**src/phwi_pkg.sv**
```systemverilog
// How it works
// - host clock divided per bits 11-9
// - reset pin high resets everything, control word to PHWI_CW_RESET
// - terminal wake low requests power-up, mask1
// - call alert low requests power-up, mask0
// - wake output latched until low-byte write
// - strobes count only with chip select
// - read strobe drives, write strobe captures
// - two-bit address, eight-bit data bus
// - irq on core mailbox write, clears on mailbox low-byte (addr 3) read
// - receive bit launched on rx clock rise
// - transmit bit sampled on tx clock rise
// - software enters idle through control word
// - terminal equipment may request power-down
// - enables gate core, host clock, oscillator
// - wake, reset and control bits set power
// - addr 0/1 control word, 2/3 mailbox
// - serial data least significant bit first
// - control write flags core, no response
package phwi_pkg;
    localparam logic [1:0] PHWI_A_CW_HI = 2'h0;
    localparam logic [1:0] PHWI_A_CW_LO = 2'h1;
    localparam logic [1:0] PHWI_A_MB_HI = 2'h2;
    localparam logic [1:0] PHWI_A_MB_LO = 2'h3;
    localparam logic [15:0] PHWI_CW_RESET = 16'hfeb1;
    localparam int PHWI_B_RUN = 0;
    localparam int PHWI_B_MASK0 = 1;
    localparam int PHWI_B_MASK1 = 2;
    localparam int PHWI_B_SOFTRST = 3;
    localparam int PHWI_B_OSC = 7;
    localparam int PHWI_B_HCLKEN = 8;
    localparam int PHWI_B_HDIV = 9;
    localparam int PHWI_B_CORECLK = 12;
    localparam int PHWI_B_CDIV = 13;
    localparam logic [2:0] PHWI_MASK_KEEP = 3'h6;
    // serial bit clock half period, in mclk cycles
    localparam logic [7:0] PHWI_BIT_HALF = 8'h14;
    typedef struct packed {
        logic cs_n;
        logic rd_n;
        logic wr_n;
        logic [1:0] addr;
        logic [7:0] data;
    } phwi_host_t;
    typedef enum logic [1:0] {
        PHWI_ST_RUN = 2'b00,
        PHWI_ST_IDLE = 2'b01,
        PHWI_ST_SLEEP = 2'b10
    } phwi_pwr_t;
endpackage

```
**src/phwi_top.sv**
```systemverilog
module phwi_top
    import phwi_pkg::*;
(
    input wire logic mclk,
    input wire logic sys_rst,
    input wire logic clk_en,
    input wire logic host_cs_n,
    input wire logic host_rd_n,
    input wire logic host_wr_n,
    input wire logic [1:0] host_addr,
    input wire logic [7:0] host_data_in,
    output logic [7:0] host_data_out,
    output logic host_data_oe_n,
    output logic host_irq_n,
    input wire logic terminal_wake_n,
    input wire logic call_alert_n,
    input wire logic dte_sleep_req,
    input wire logic slave_mode,
    output logic wake_n,
    output logic host_clock_out,
    output logic rx_bit_clock,
    output logic rx_data,
    output logic tx_bit_clock,
    input wire logic tx_data,
    input wire logic core_mb_wr,
    input wire logic [15:0] core_mb_wdata,
    output logic [15:0] core_mb_rdata,
    output logic core_mb_new,
    input wire logic core_cw_ack,
    output logic [15:0] control_word_0,
    output logic cw_written,
    input wire logic [7:0] rx_byte,
    input wire logic rx_byte_valid,
    output logic rx_byte_taken,
    output logic [7:0] tx_byte,
    output logic tx_byte_valid,
    output logic [1:0] power_state
);
    // three-stage synchronisers: cs, rd, wr, terminal, alert, sleep
    logic [5:0] s1, s2, s3;
    wire [5:0] raw_in = {dte_sleep_req, call_alert_n, terminal_wake_n,
        host_wr_n, host_rd_n, host_cs_n};
    logic [5:0] stable;
    logic [7:0] din_q;
    logic [1:0] addr_q;
    always_ff @(posedge mclk or posedge sys_rst)
    begin
        if (sys_rst)
        begin
            // idle levels: strobes and wakes high, sleep request low
            s1 <= 6'h1f;
            s2 <= 6'h1f;
            s3 <= 6'h1f;
            stable <= 6'h1f;
        end
        else if (clk_en)
        begin
            s1 <= raw_in;
            s2 <= s1;
            s3 <= s2;
            // per bit, so one input in transition never blocks the others
            stable <= (~(s2 ^ s3) & s3) | ((s2 ^ s3) & stable);
        end
    end
    // address and data sampled while the strobe settles
    always_ff @(posedge mclk or posedge sys_rst)
    begin
        if (sys_rst)
        begin
            din_q <= 8'h00;
            addr_q <= 2'h0;
        end
        else if (clk_en)
        begin
            din_q <= host_data_in;
            addr_q <= host_addr;
        end
    end
    logic [5:0] prev;
    always_ff @(posedge mclk or posedge sys_rst)
    begin
        if (sys_rst)
            prev <= 6'h1f;
        else if (clk_en)
            prev <= stable;
    end
    wire sel = ~stable[0];
    wire rd_act = sel & ~stable[1];
    wire wr_fall = sel & ~stable[2] & prev[2];
    wire rd_rise = stable[1] & ~prev[1] & ~prev[0];
    wire term_req = ~stable[3] & ~control_word_0[PHWI_B_MASK1];
    wire alert_req = ~stable[4] & ~control_word_0[PHWI_B_MASK0];
    wire wake_req = term_req | alert_req;
    wire wr_cw_hi = wr_fall & (addr_q == PHWI_A_CW_HI);
    wire wr_cw_lo = wr_fall & (addr_q == PHWI_A_CW_LO);
    wire wr_mb_hi = wr_fall & (addr_q == PHWI_A_MB_HI);
    wire wr_mb_lo = wr_fall & (addr_q == PHWI_A_MB_LO);
    wire soft_rst = wr_cw_lo & din_q[PHWI_B_SOFTRST];
    // soft reset keeps the wake mask, as the pin reset does not
    wire [15:0] soft_val = {PHWI_CW_RESET[15:3],
        control_word_0[2:1], PHWI_CW_RESET[0]};
    wire [15:0] next_cw = soft_rst ? soft_val :
        wr_cw_hi ? {din_q, control_word_0[7:0]} :
        wr_cw_lo ? {control_word_0[15:8], din_q} : control_word_0;
    // control word and flag to the core
    always_ff @(posedge mclk or posedge sys_rst)
    begin
        if (sys_rst)
        begin
            control_word_0 <= PHWI_CW_RESET;
            cw_written <= 1'b0;
        end
        else if (clk_en)
        begin
            control_word_0 <= next_cw;
            // set wins over the core acknowledge
            if (wr_cw_hi | wr_cw_lo)
                cw_written <= 1'b1;
            else if (core_cw_ack)
                cw_written <= 1'b0;
        end
    end
    // mailbox: host writes go to the core, core writes raise irq
    logic [15:0] mb_to_host;
    always_ff @(posedge mclk or posedge sys_rst)
    begin
        if (sys_rst)
        begin
            mb_to_host <= 16'h0000;
            core_mb_rdata <= 16'h0000;
            core_mb_new <= 1'b0;
            host_irq_n <= 1'b1;
        end
        else if (clk_en)
        begin
            if (core_mb_wr)
                mb_to_host <= core_mb_wdata;
            if (wr_mb_hi)
                core_mb_rdata[15:8] <= din_q;
            if (wr_mb_lo)
                core_mb_rdata[7:0] <= din_q;
            core_mb_new <= wr_mb_lo;
            if (core_mb_wr)
                host_irq_n <= 1'b0;
            else if (rd_rise & (addr_q == PHWI_A_MB_LO))
                host_irq_n <= 1'b1;
        end
    end
    // read path: addresses 0 and 1 are write only and read as zero
    wire [7:0] rd_mux = (addr_q == PHWI_A_MB_HI) ? mb_to_host[15:8] :
        (addr_q == PHWI_A_MB_LO) ? mb_to_host[7:0] : 8'h00;
    always_ff @(posedge mclk or posedge sys_rst)
    begin
        if (sys_rst)
        begin
            host_data_out <= 8'h00;
            host_data_oe_n <= 1'b1;
        end
        else if (clk_en)
        begin
            host_data_out <= rd_mux;
            host_data_oe_n <= ~rd_act;
        end
    end
    // wake latch: only in slave mode, cleared by low byte write
    always_ff @(posedge mclk or posedge sys_rst)
    begin
        if (sys_rst)
            wake_n <= 1'b1;
        else if (clk_en)
        begin
            if (slave_mode & wake_req)
                wake_n <= 1'b0;
            else if (wr_cw_lo)
                wake_n <= 1'b1;
        end
    end
    // power state
    phwi_pwr_t pwr;
    wire clk_all_off = ~control_word_0[PHWI_B_CORECLK] &
        ~control_word_0[PHWI_B_HCLKEN] & ~control_word_0[PHWI_B_OSC];
    phwi_pwr_t next_pwr;
    always_comb
    begin
        next_pwr = pwr;
        case (pwr)
            PHWI_ST_RUN:
                if (~control_word_0[PHWI_B_RUN] | stable[5])
                    next_pwr = PHWI_ST_IDLE;
            PHWI_ST_IDLE:
                if (wake_req)
                    next_pwr = PHWI_ST_RUN;
                else if (clk_all_off | stable[5])
                    next_pwr = PHWI_ST_SLEEP;
                else if (control_word_0[PHWI_B_RUN])
                    next_pwr = PHWI_ST_RUN;
            PHWI_ST_SLEEP:
                if (wake_req | ~clk_all_off)
                    next_pwr = PHWI_ST_RUN;
            default:
                next_pwr = PHWI_ST_RUN;
        endcase
    end
    always_ff @(posedge mclk or posedge sys_rst)
    begin
        if (sys_rst)
        begin
            pwr <= PHWI_ST_RUN;
            power_state <= 2'h0;
        end
        else if (clk_en)
        begin
            pwr <= next_pwr;
            power_state <= next_pwr;
        end
    end
    // host clock: toggles every (8-div) cycles; divisor 0 is slowest
    logic [2:0] hdiv_cnt;
    wire [2:0] hdiv = control_word_0[PHWI_B_HDIV +: 3];
    wire [2:0] hdiv_lim = ~hdiv;
    wire hclk_on = control_word_0[PHWI_B_HCLKEN] &
        control_word_0[PHWI_B_OSC];
    always_ff @(posedge mclk or posedge sys_rst)
    begin
        if (sys_rst)
        begin
            hdiv_cnt <= 3'h0;
            host_clock_out <= 1'b0;
        end
        else if (clk_en)
        begin
            if (~hclk_on)
            begin
                hdiv_cnt <= 3'h0;
                host_clock_out <= 1'b0;
            end
            else if (hdiv_cnt >= hdiv_lim)
            begin
                hdiv_cnt <= 3'h0;
                host_clock_out <= ~host_clock_out;
            end
            else
                hdiv_cnt <= hdiv_cnt + 3'h1;
        end
    end
    // serial channel: one bit clock drives both directions
    logic [7:0] bit_cnt;
    logic [2:0] rx_idx, tx_idx;
    logic [7:0] rx_sh, tx_sh;
    logic rx_busy;
    wire ser_on = (pwr == PHWI_ST_RUN);
    wire half = (bit_cnt == PHWI_BIT_HALF - 8'h1);
    wire rise = half & ~rx_bit_clock & ser_on;
    always_ff @(posedge mclk or posedge sys_rst)
    begin
        if (sys_rst)
        begin
            bit_cnt <= 8'h00;
            rx_bit_clock <= 1'b0;
            tx_bit_clock <= 1'b0;
        end
        else if (clk_en)
        begin
            bit_cnt <= (half | ~ser_on) ? 8'h00 : bit_cnt + 8'h1;
            if (ser_on & half)
            begin
                rx_bit_clock <= ~rx_bit_clock;
                tx_bit_clock <= ~tx_bit_clock;
            end
        end
    end
    always_ff @(posedge mclk or posedge sys_rst)
    begin
        if (sys_rst)
        begin
            rx_sh <= 8'h00;
            rx_idx <= 3'h0;
            rx_busy <= 1'b0;
            rx_data <= 1'b1;
            rx_byte_taken <= 1'b0;
            tx_sh <= 8'h00;
            tx_idx <= 3'h0;
            tx_byte <= 8'h00;
            tx_byte_valid <= 1'b0;
        end
        else if (clk_en)
        begin
            rx_byte_taken <= 1'b0;
            tx_byte_valid <= 1'b0;
            if (rise)
            begin
                // launch next bit with the rising edge; idle line is high
                if (rx_busy)
                begin
                    rx_data <= rx_sh[rx_idx];
                    rx_idx <= rx_idx + 3'h1;
                    rx_busy <= (rx_idx != 3'h7);
                end
                else if (rx_byte_valid)
                begin
                    rx_data <= rx_byte[0];
                    rx_sh <= rx_byte;
                    rx_idx <= 3'h1;
                    rx_busy <= 1'b1;
                    rx_byte_taken <= 1'b1;
                end
                else
                    rx_data <= 1'b1;
                // tx_data comes from host logic on the same clock
                tx_sh[tx_idx] <= tx_data;
                tx_idx <= tx_idx + 3'h1;
                if (tx_idx == 3'h7)
                begin
                    tx_byte <= {tx_data, tx_sh[6:0]};
                    tx_byte_valid <= 1'b1;
                end
            end
        end
    end
endmodule // phwi_top

```
**config.mk**
```make
export PLATFORM = sky130hd
export DESIGN_NAME = phwi_top
export DESIGN_NICKNAME = d
export VERILOG_FILES = /design/src/phwi_pkg.sv /design/src/phwi_top.sv
export SDC_FILE = /design/constraint.sdc
export NUM_CORES = 1
export LEC_CHECK = 0
export BUFFER_PORTS_ARGS = -buffer_cell sky130_fd_sc_hd__buf_2
export CORE_UTILIZATION = 30
export DETAILED_ROUTE_END_ITERATION = 8
export PLACE_DENSITY = 0.51
export SYNTH_ARGS = -nofsm -noshare
export SYNTH_HDL_FRONTEND = slang
export SYNTH_SLANG_ARGS = --single-unit
```
**constraint.sdc**
```tcl
create_clock -name mclk -period 9.71 [get_ports mclk]
set_input_delay 2.4275 -clock mclk [delete_from_list [all_inputs] [get_ports mclk]]
set_output_delay 2.4275 -clock mclk [all_outputs]
set_load 0.02 [all_outputs]
```
Word level (Yosys, flattened, before mapping):

Index checks and enable logic that the tools add are counted.

* div/mod/pow operators: 0
* equality and inequality tests: 13
* reductions and logical operators: 25
* $lt $le $gt $ge: 4
* add/sub/neg operators: 4
* shift-type cells: 0
* multiplexer cells: 37
* multipliers: 0
* bitwise operators: 54

Operator list (number)
* $mux W16: 2
* $mux W8: 4
* $not A1 Y1: 22
* $and A1 B1 Y1: 20
* $reduce_and A2 Y1: 10
* $mux W1: 18
* $and A6 B6 Y6: 2
* $mux W3: 4
* $reduce_and A4 Y1: 3
* $reduce_bool A2 Y1: 6
* $mux W2: 5
* $add A3 B1 Y3 const B: 3
* $reduce_and A3 Y1: 3
* $add A8 B1 Y8 const B: 1
* $bwmux W8: 1
* $eq A8 B5 Y1 const B: 1
* $lt A3 B4 Y1 const B: 2
* $eq A2 B2 Y1 const B: 3
* $ne A2 B1 Y1 const B: 3
* $not A6 Y6: 1
* $or A1 B1 Y1: 6
* $or A6 B6 Y6: 1
* $pmux W2 S3: 1
* $xor A6 B6 Y6: 1
* other kinds (12): 14

* memories kept: 0
* input port bits: 48
* ROM bits: 0
* bits in latches: 0
* memory bits (writable): 0
* output and inout bits: 61
* bits in registers: 148

Depth between registers and ports, before layout:

Gate-level depths: netlist of the first run.

* depth after elaboration: 7
* depth in mapped cells: 6
* mapped depth without buffers: 6

Worst setup path after synthesis of the first run:

Ideal clock, no wire load.

* kind: input port to flip-flop
* start: in clk_en
* end: reg core_mb_rdata[0]
* buffers on the path: 1
* arrival time: 3.697 ns
* path slack: 5.889 ns
* required time: 9.585 ns
* cell stages on the path: 4
* setup time: 0.125 ns
* cell sequence: nor4bb_1 -> and3_1 -> buf_2 -> mux2_2

* word-level cells in the longest chain between the ends: 1

RTL lines
* start, declared: line phwi_top.sv:6 `input wire logic clk_en,`
* $reduce_and A2 Y1 (no source line)
* end signal, assigned: line phwi_top.sv:141 `core_mb_rdata[7:0] <= din_q;`
* end, declared: line phwi_top.sv:27 `output logic [15:0] core_mb_rdata,`

Every way passes these cells.
A chain may end at the register's enable or synchronous reset.

Worst setup path in the final report of the first run:

* start: in clk_en
* end: reg tx_sh[2]

* word-level cells in the longest chain between the ends: 1

RTL lines
* $reduce_and A2 Y1 (no source line)
* end signal, assigned by index: line phwi_top.sv:310 `tx_sh[tx_idx] <= tx_data;`
* end, declared: line phwi_top.sv:249 `logic [7:0] rx_sh, tx_sh;`

Every way passes these cells.

==> flow_summary.yaml, run 1 <==
detailed_routing:
  routed_via_density: 4.57
  highest_layer: "met5"
  met1_length_um: 5890
  drt_wl_total_um: 12900
  route.detailed.drc: 0
  drt-initial-drc-count: 170
  antenna_left: 0
  dr_wl_met2_um: 6200
  drtPass1Iterations: 4
  met3_length_um: 564
  vias: 3963
  wl_per_cell_um: 14.9
clock_network:
  cts_setup_buffers: 0
  hold_buffers: 0
  numCtsBuffers: 17
  cts-htree-levels: 4
  cts_resized: 0
  cts_num_sinks: 147
  cts_max_path_buffers: 2
  clk_pin_slew_ns: 0.06
  cts_root_buf: "clkbuf_16"
  cts_tree: "done"
  insertion_delay_ns: 0.42
floorplan:
  die_w_um: 145
  dieArea_sq_um: 21200
  core_area_sq_um: 20200
  start_util_pct: 30.5
  core.rowCount: 52
  die_height_um: 145
  ios: 109
sta:
  fmax_mhz: 222
  skew_ns: 0.0132
  fin_tns_setup_ns: 0
  final_hold_viol_count: 0
  fin_crit_ns: 4.51
  period_share_pct: 46.4
  setup_violations: 0
  whs_ns: 0.460
  slew_headroom_pct: 24.1
  tightest_slew_ns: 1.13
  rsz0062_at_grt: "no"
  finalMaxSlewViolations: 0
logic_synthesis:
  netlist_area_sq_um: 6180
  yosys_register_bits: 147
  synthCells: 473
  synth_cell_types: 50
  syn_nets: 530
  synth_edf_count: 0
  ys_seq_area_share_pct: 60.3
  synth_area_leader_cell: "dfrtp_1"
  avgSynthCellArea_sq_um: 13.1
  async_flop_share_pct: 100
  ys_warn_count: 0
  synth_top_area_share_pct: 44.2
  synthFlopType: "dfrtp_1"
  synth_area_leaders: "dfrtp_1, dfstp_2, mux2_2, o21ai_0, nand2_1"
setup_path:
  worstPathMaxFanout: 21
  required_ns: 10.01
  path_class: "input pin to flip-flop"
  reg2reg_slack_ns: 7.03
  critPathLaunchType: "input pin"
  endpoint_kind: "flip-flop"
  cp_data_arrival_time_ns: 4.81
global_routing:
  grtUsageTotal_pct: 13.4
  antenna_found_initial: 1
  grt_max_degree: 82
  grt_pass1_wl_um: 22100
  grt_overflow: 0
  grt_pass1_vias: 4263
min_path:
  hold_path.class: "flip-flop to flip-flop"
final_layout:
  drive_gt1_share_pct: 45.4
  area_growth_pct: 23.0
  fin_util_pct: 37.5
  mostFrequentLayoutCell: "dfrtp_1"
  layout.nets: 641
  diodes: 0
  final.fill_count: 1954
  final_cell_mix: "dfrtp_1, buf_2, mux2_2"
place:
  finalWeightedCongestion: 0.739
  io_buffers: 108
  dp_hpwl_um: 8860
pwr:
  ir_drop_v: 0.000123
  power.density_nw_per_um2: 255
  power.leakage_nw: 3.62
run:
  maxCapViolCount: 0
outcome:
  status: "complete, no violations"
==> sequential cells by signal, indices dropped and copies added, names as in the netlist, 6 cells and up, named ones only <==
register and flops:
core_mb_rdata 16, tx_sh 7, control_word_0 16, din_q 8
bit_cnt 8, tx_byte 8, s1 6, s3 6
host_data_out 8, s2 6, mb_to_host 16, rx_sh 8
==> Yosys cell counts, drive strengths merged (3+ instances only) <==
cell     count
nand2b       3
nor3         7
nor2        26
nand3        4
dfstp       38
o21ai       36
a21oi       12
ha           9
mux2i       10
xnor2        3
clkbuf      15
o2bb2ai     10
mux2        85
nand4b       4
dfrtp      109
nand3b       4
and2         3
nand2       34
xor2         6
and3         5
inv         17
==> worst paths after layout <==
check	from	end	cells after the start
hold reg to reg	wake_n	wake_n	2
hold / removal	wake_n	wake_n	2
setup / recovery	clk_en	tx_sh[2]	5
setup reg to reg	bit_cnt[5]	tx_sh[2]	4
min in group asynchronous	sys_rst	mb_to_host[5]	2
max in group asynchronous	sys_rst	addr_q[1]	3
==> per-layer routing <==
metal  vias up  track usage [%]
met2        67             21.5
met1      1970             16.7
met5         -                0
met4         2             5.84
li1       1908                -
met3        16             3.92
==> per-stage QoR <==
step	area, sq um	cells	power, mW	worst slack, ns
floorplan	6180	473	1.13	3.39
global placement	6990	835	1.27	4.81
detailed placement	6990	835	1.28	4.66
CTS	7600	867	1.97	5.15
global route	7600	867	2.05	5.01
finish	7600	867	1.94	5.20
==> cell families (layout without fill, tap and decap cells) <==
family	after synthesis	count (layout)	synth area share [%]
DFF	147	147	60.3
and+or+nand+nor	103	103	9.04
muxes	97	97	17.9
AOI/OAI and AO/OA	73	73	7.25
buffers and inverters	35	159	2.37
adders and majority gates	9	9	1.82
xor gates and xnor gates	9	9	1.28
==> layout make-up <==
class,count,area [sq um],share of cell area (%)
inverters,17,68.8,0.906
multi-input cells,291,2300,30.3
clock inverters,10,161,2.12
repair buffers,110,556,7.31
well taps,270,338,4.45
flip-flops and latches,147,3730,49.0
clock buffers,22,444,5.85
==> power by group <==
group | leakage [nW] | internal [mW] | switching (mW)
Sequential | 1.81 | 0.770 | 0.0907
Clock | 0.284 | 0.429 | 0.247
Combinational | 1.52 | 0.166 | 0.234
Total | 3.62 | 1.37 | 0.571
==> critical path, stage by stage <==
cell and delay (ns):
buf_2 0.18, inv_1 0.39, nor4_4 1.10, and4bb_2 0.38, mux2_2 0.33
Power figures use the tool's default switching activity.
==> run 2: changes to the inputs <==
Settings changed: PLACE_DENSITY 0.51 to 0.53.
Clock period 9.71 ns to 3.8 ns, I/O delays scaled along.
==> flow_summary.yaml, run 2 (synthesized netlist as in run 1, its figures left out) <==
outcome:
  status: "complete, no violations"
clock_network:
  insertion_delay_ns: 0.42
  cts_max_path_buffers: 2
  cts_tree: "done"
  cts_resized: 0
  numCtsBuffers: 17
  hold_buffers: 0
  cts_setup_buffers: 0
  cts_root_buf: "clkbuf_16"
  cts_num_sinks: 147
  clk_pin_slew_ns: 0.06
  cts-htree-levels: 4
setup_path:
  cp_data_arrival_time_ns: 2.91
  critPathLaunchType: "input pin"
  path_class: "input pin to flip-flop"
  required_ns: 4.09
  rr_worst_depth: 5
  r2r_end: "tx_sh[6]"
  r2r_start: "bit_cnt[3]"
  endpoint_kind: "flip-flop"
  reg2reg_slack_ns: 1.30
  worstPathMaxFanout: 16
run:
  maxCapViolCount: 0
pwr:
  ir_drop_v: 0.000322
  power.leakage_nw: 3.65
  power.density_nw_per_um2: 650
sta:
  setup_violations: 0
  fmax_mhz: 381
  rsz0062_at_grt: "no"
  finalMaxSlewViolations: 0
  period_share_pct: 69.1
  slew_headroom_pct: 35.3
  fin_tns_setup_ns: 0
  fin_crit_ns: 2.62
  skew_ns: 0.0125
  tightest_slew_ns: 0.958
  final_hold_viol_count: 0
final_layout:
  layout.nets: 645
  diodes: 0
  final_cell_mix: "dfrtp_1, buf_2, mux2_2"
  top_regs: "control_word_0 x16, core_mb_rdata x16, mb_to_host x16"
  area_growth_pct: 23.8
  drive_gt1_share_pct: 46.1
  final_area_sq_um: 7640
  final.fill_count: 1958
  mostFrequentLayoutCell: "dfrtp_1"
place:
  dp_hpwl_um: 8980
  finalWeightedCongestion: 0.739
  post_dp_cell_area_sq_um: 7030
  io_buffers: 108
global_routing:
  grtUsageTotal_pct: 13.5
  grt_pass1_wl_um: 22400
  grt_pass1_vias: 4330
  antenna_found_initial: 0
  grt_overflow: 0
  grt_max_degree: 148
floorplan:
  ios: 109
  dieArea_sq_um: 21200
  core.rowCount: 52
  die_w_um: 145
  die_height_um: 145
  core_area_sq_um: 20200
  start_util_pct: 30.5
detailed_routing:
  drtPass1Iterations: 4
  antenna_left: 0
  wl_per_cell_um: 15.3
  drt-initial-drc-count: 205
  drt_wl_total_um: 13300
  vias: 4034
  routed_via_density: 4.63
  route.detailed.drc: 0
min_path:
  min_path_cells: 1
  worstHoldEndpoint: "tx_bit_clock"
  hold_path.class: "flip-flop to flip-flop"
  min-delay-start: "tx_bit_clock"
-- run 2: cell count changes in the layout (fill, tap and decap cells not counted), sizes merged --
cell,previous run,this run
buf,110,114
clkbuf,22,21
clkinv,3,5
inv,17,16
-- run 2: final cells by class --
type / instances / area [sq um] / area share, %
inverter: 17 / 67.6 / 0.884
timing repair buffer: 114 / 598 / 7.82
clock inverter: 11 / 160 / 2.10
tap: 270 / 338 / 4.42
multi-input combinational: 291 / 2300 / 30.1
sequential: 147 / 3730 / 48.7
clock buffer: 21 / 450 / 5.89
-- run 2: per-stage QoR --
| step | worst slack (ns) | hold WS, ns | power [mW] | utilization [%] | instances |
|---|---|---|---|---|---|
| 3_3_place_gp | 0.787 | 0.457 | 3.24 | 34.8 | 839 |
| 4_1_cts | 1.17 | 0.473 | 5.05 | 37.8 | 871 |
| 2_1_floorplan | 1.03 | 0.449 | 2.88 | - | 473 |
| 5_1_grt | 0.996 | 0.490 | 5.26 | 37.8 | 871 |
| 6_report | 1.18 | 0.467 | 4.97 | 37.8 | 871 |
| 3_5_place_dp | 0.738 | 0.460 | 3.28 | 34.8 | 839 |
-- run 2: report_power, final --
part / total [mW] / switching (mW) / internal, mW
registers: 2.21 / 0.245 / 1.97
clock network: 1.73 / 0.625 / 1.11
logic: 1.02 / 0.594 / 0.428
-- run 2: worst max path at each step --
stage,startpoint,endpoint,cells after the start
4_1_cts,clk_en,tx_sh[6],6
2_1_floorplan,sys_rst,async pin,1
3_3_place_gp,clk_en,tx_sh[2],5
5_1_grt,clk_en,tx_sh[6],6
3_5_place_dp,clk_en,tx_sh[2],5
6_report,clk_en,tx_sh[6],6
-- run 2: metal layers --
| layer | track usage, % | wire [um] |
|---|---|---|
| met1 | 16.8 | 6060 |
| met2 | 22.5 | 6690 |
| met3 | 3.86 | 480 |
| met4 | 4.84 | 116 |
| met5 | 0 | 0 |
-- run 2: critical path, cell delays in order --
cell	delay, ns
buf_2	0.31
inv_1	0.14
nor4_4	0.83
buf_4	0.28
nand4b_1	0.12
mux2_2	0.29
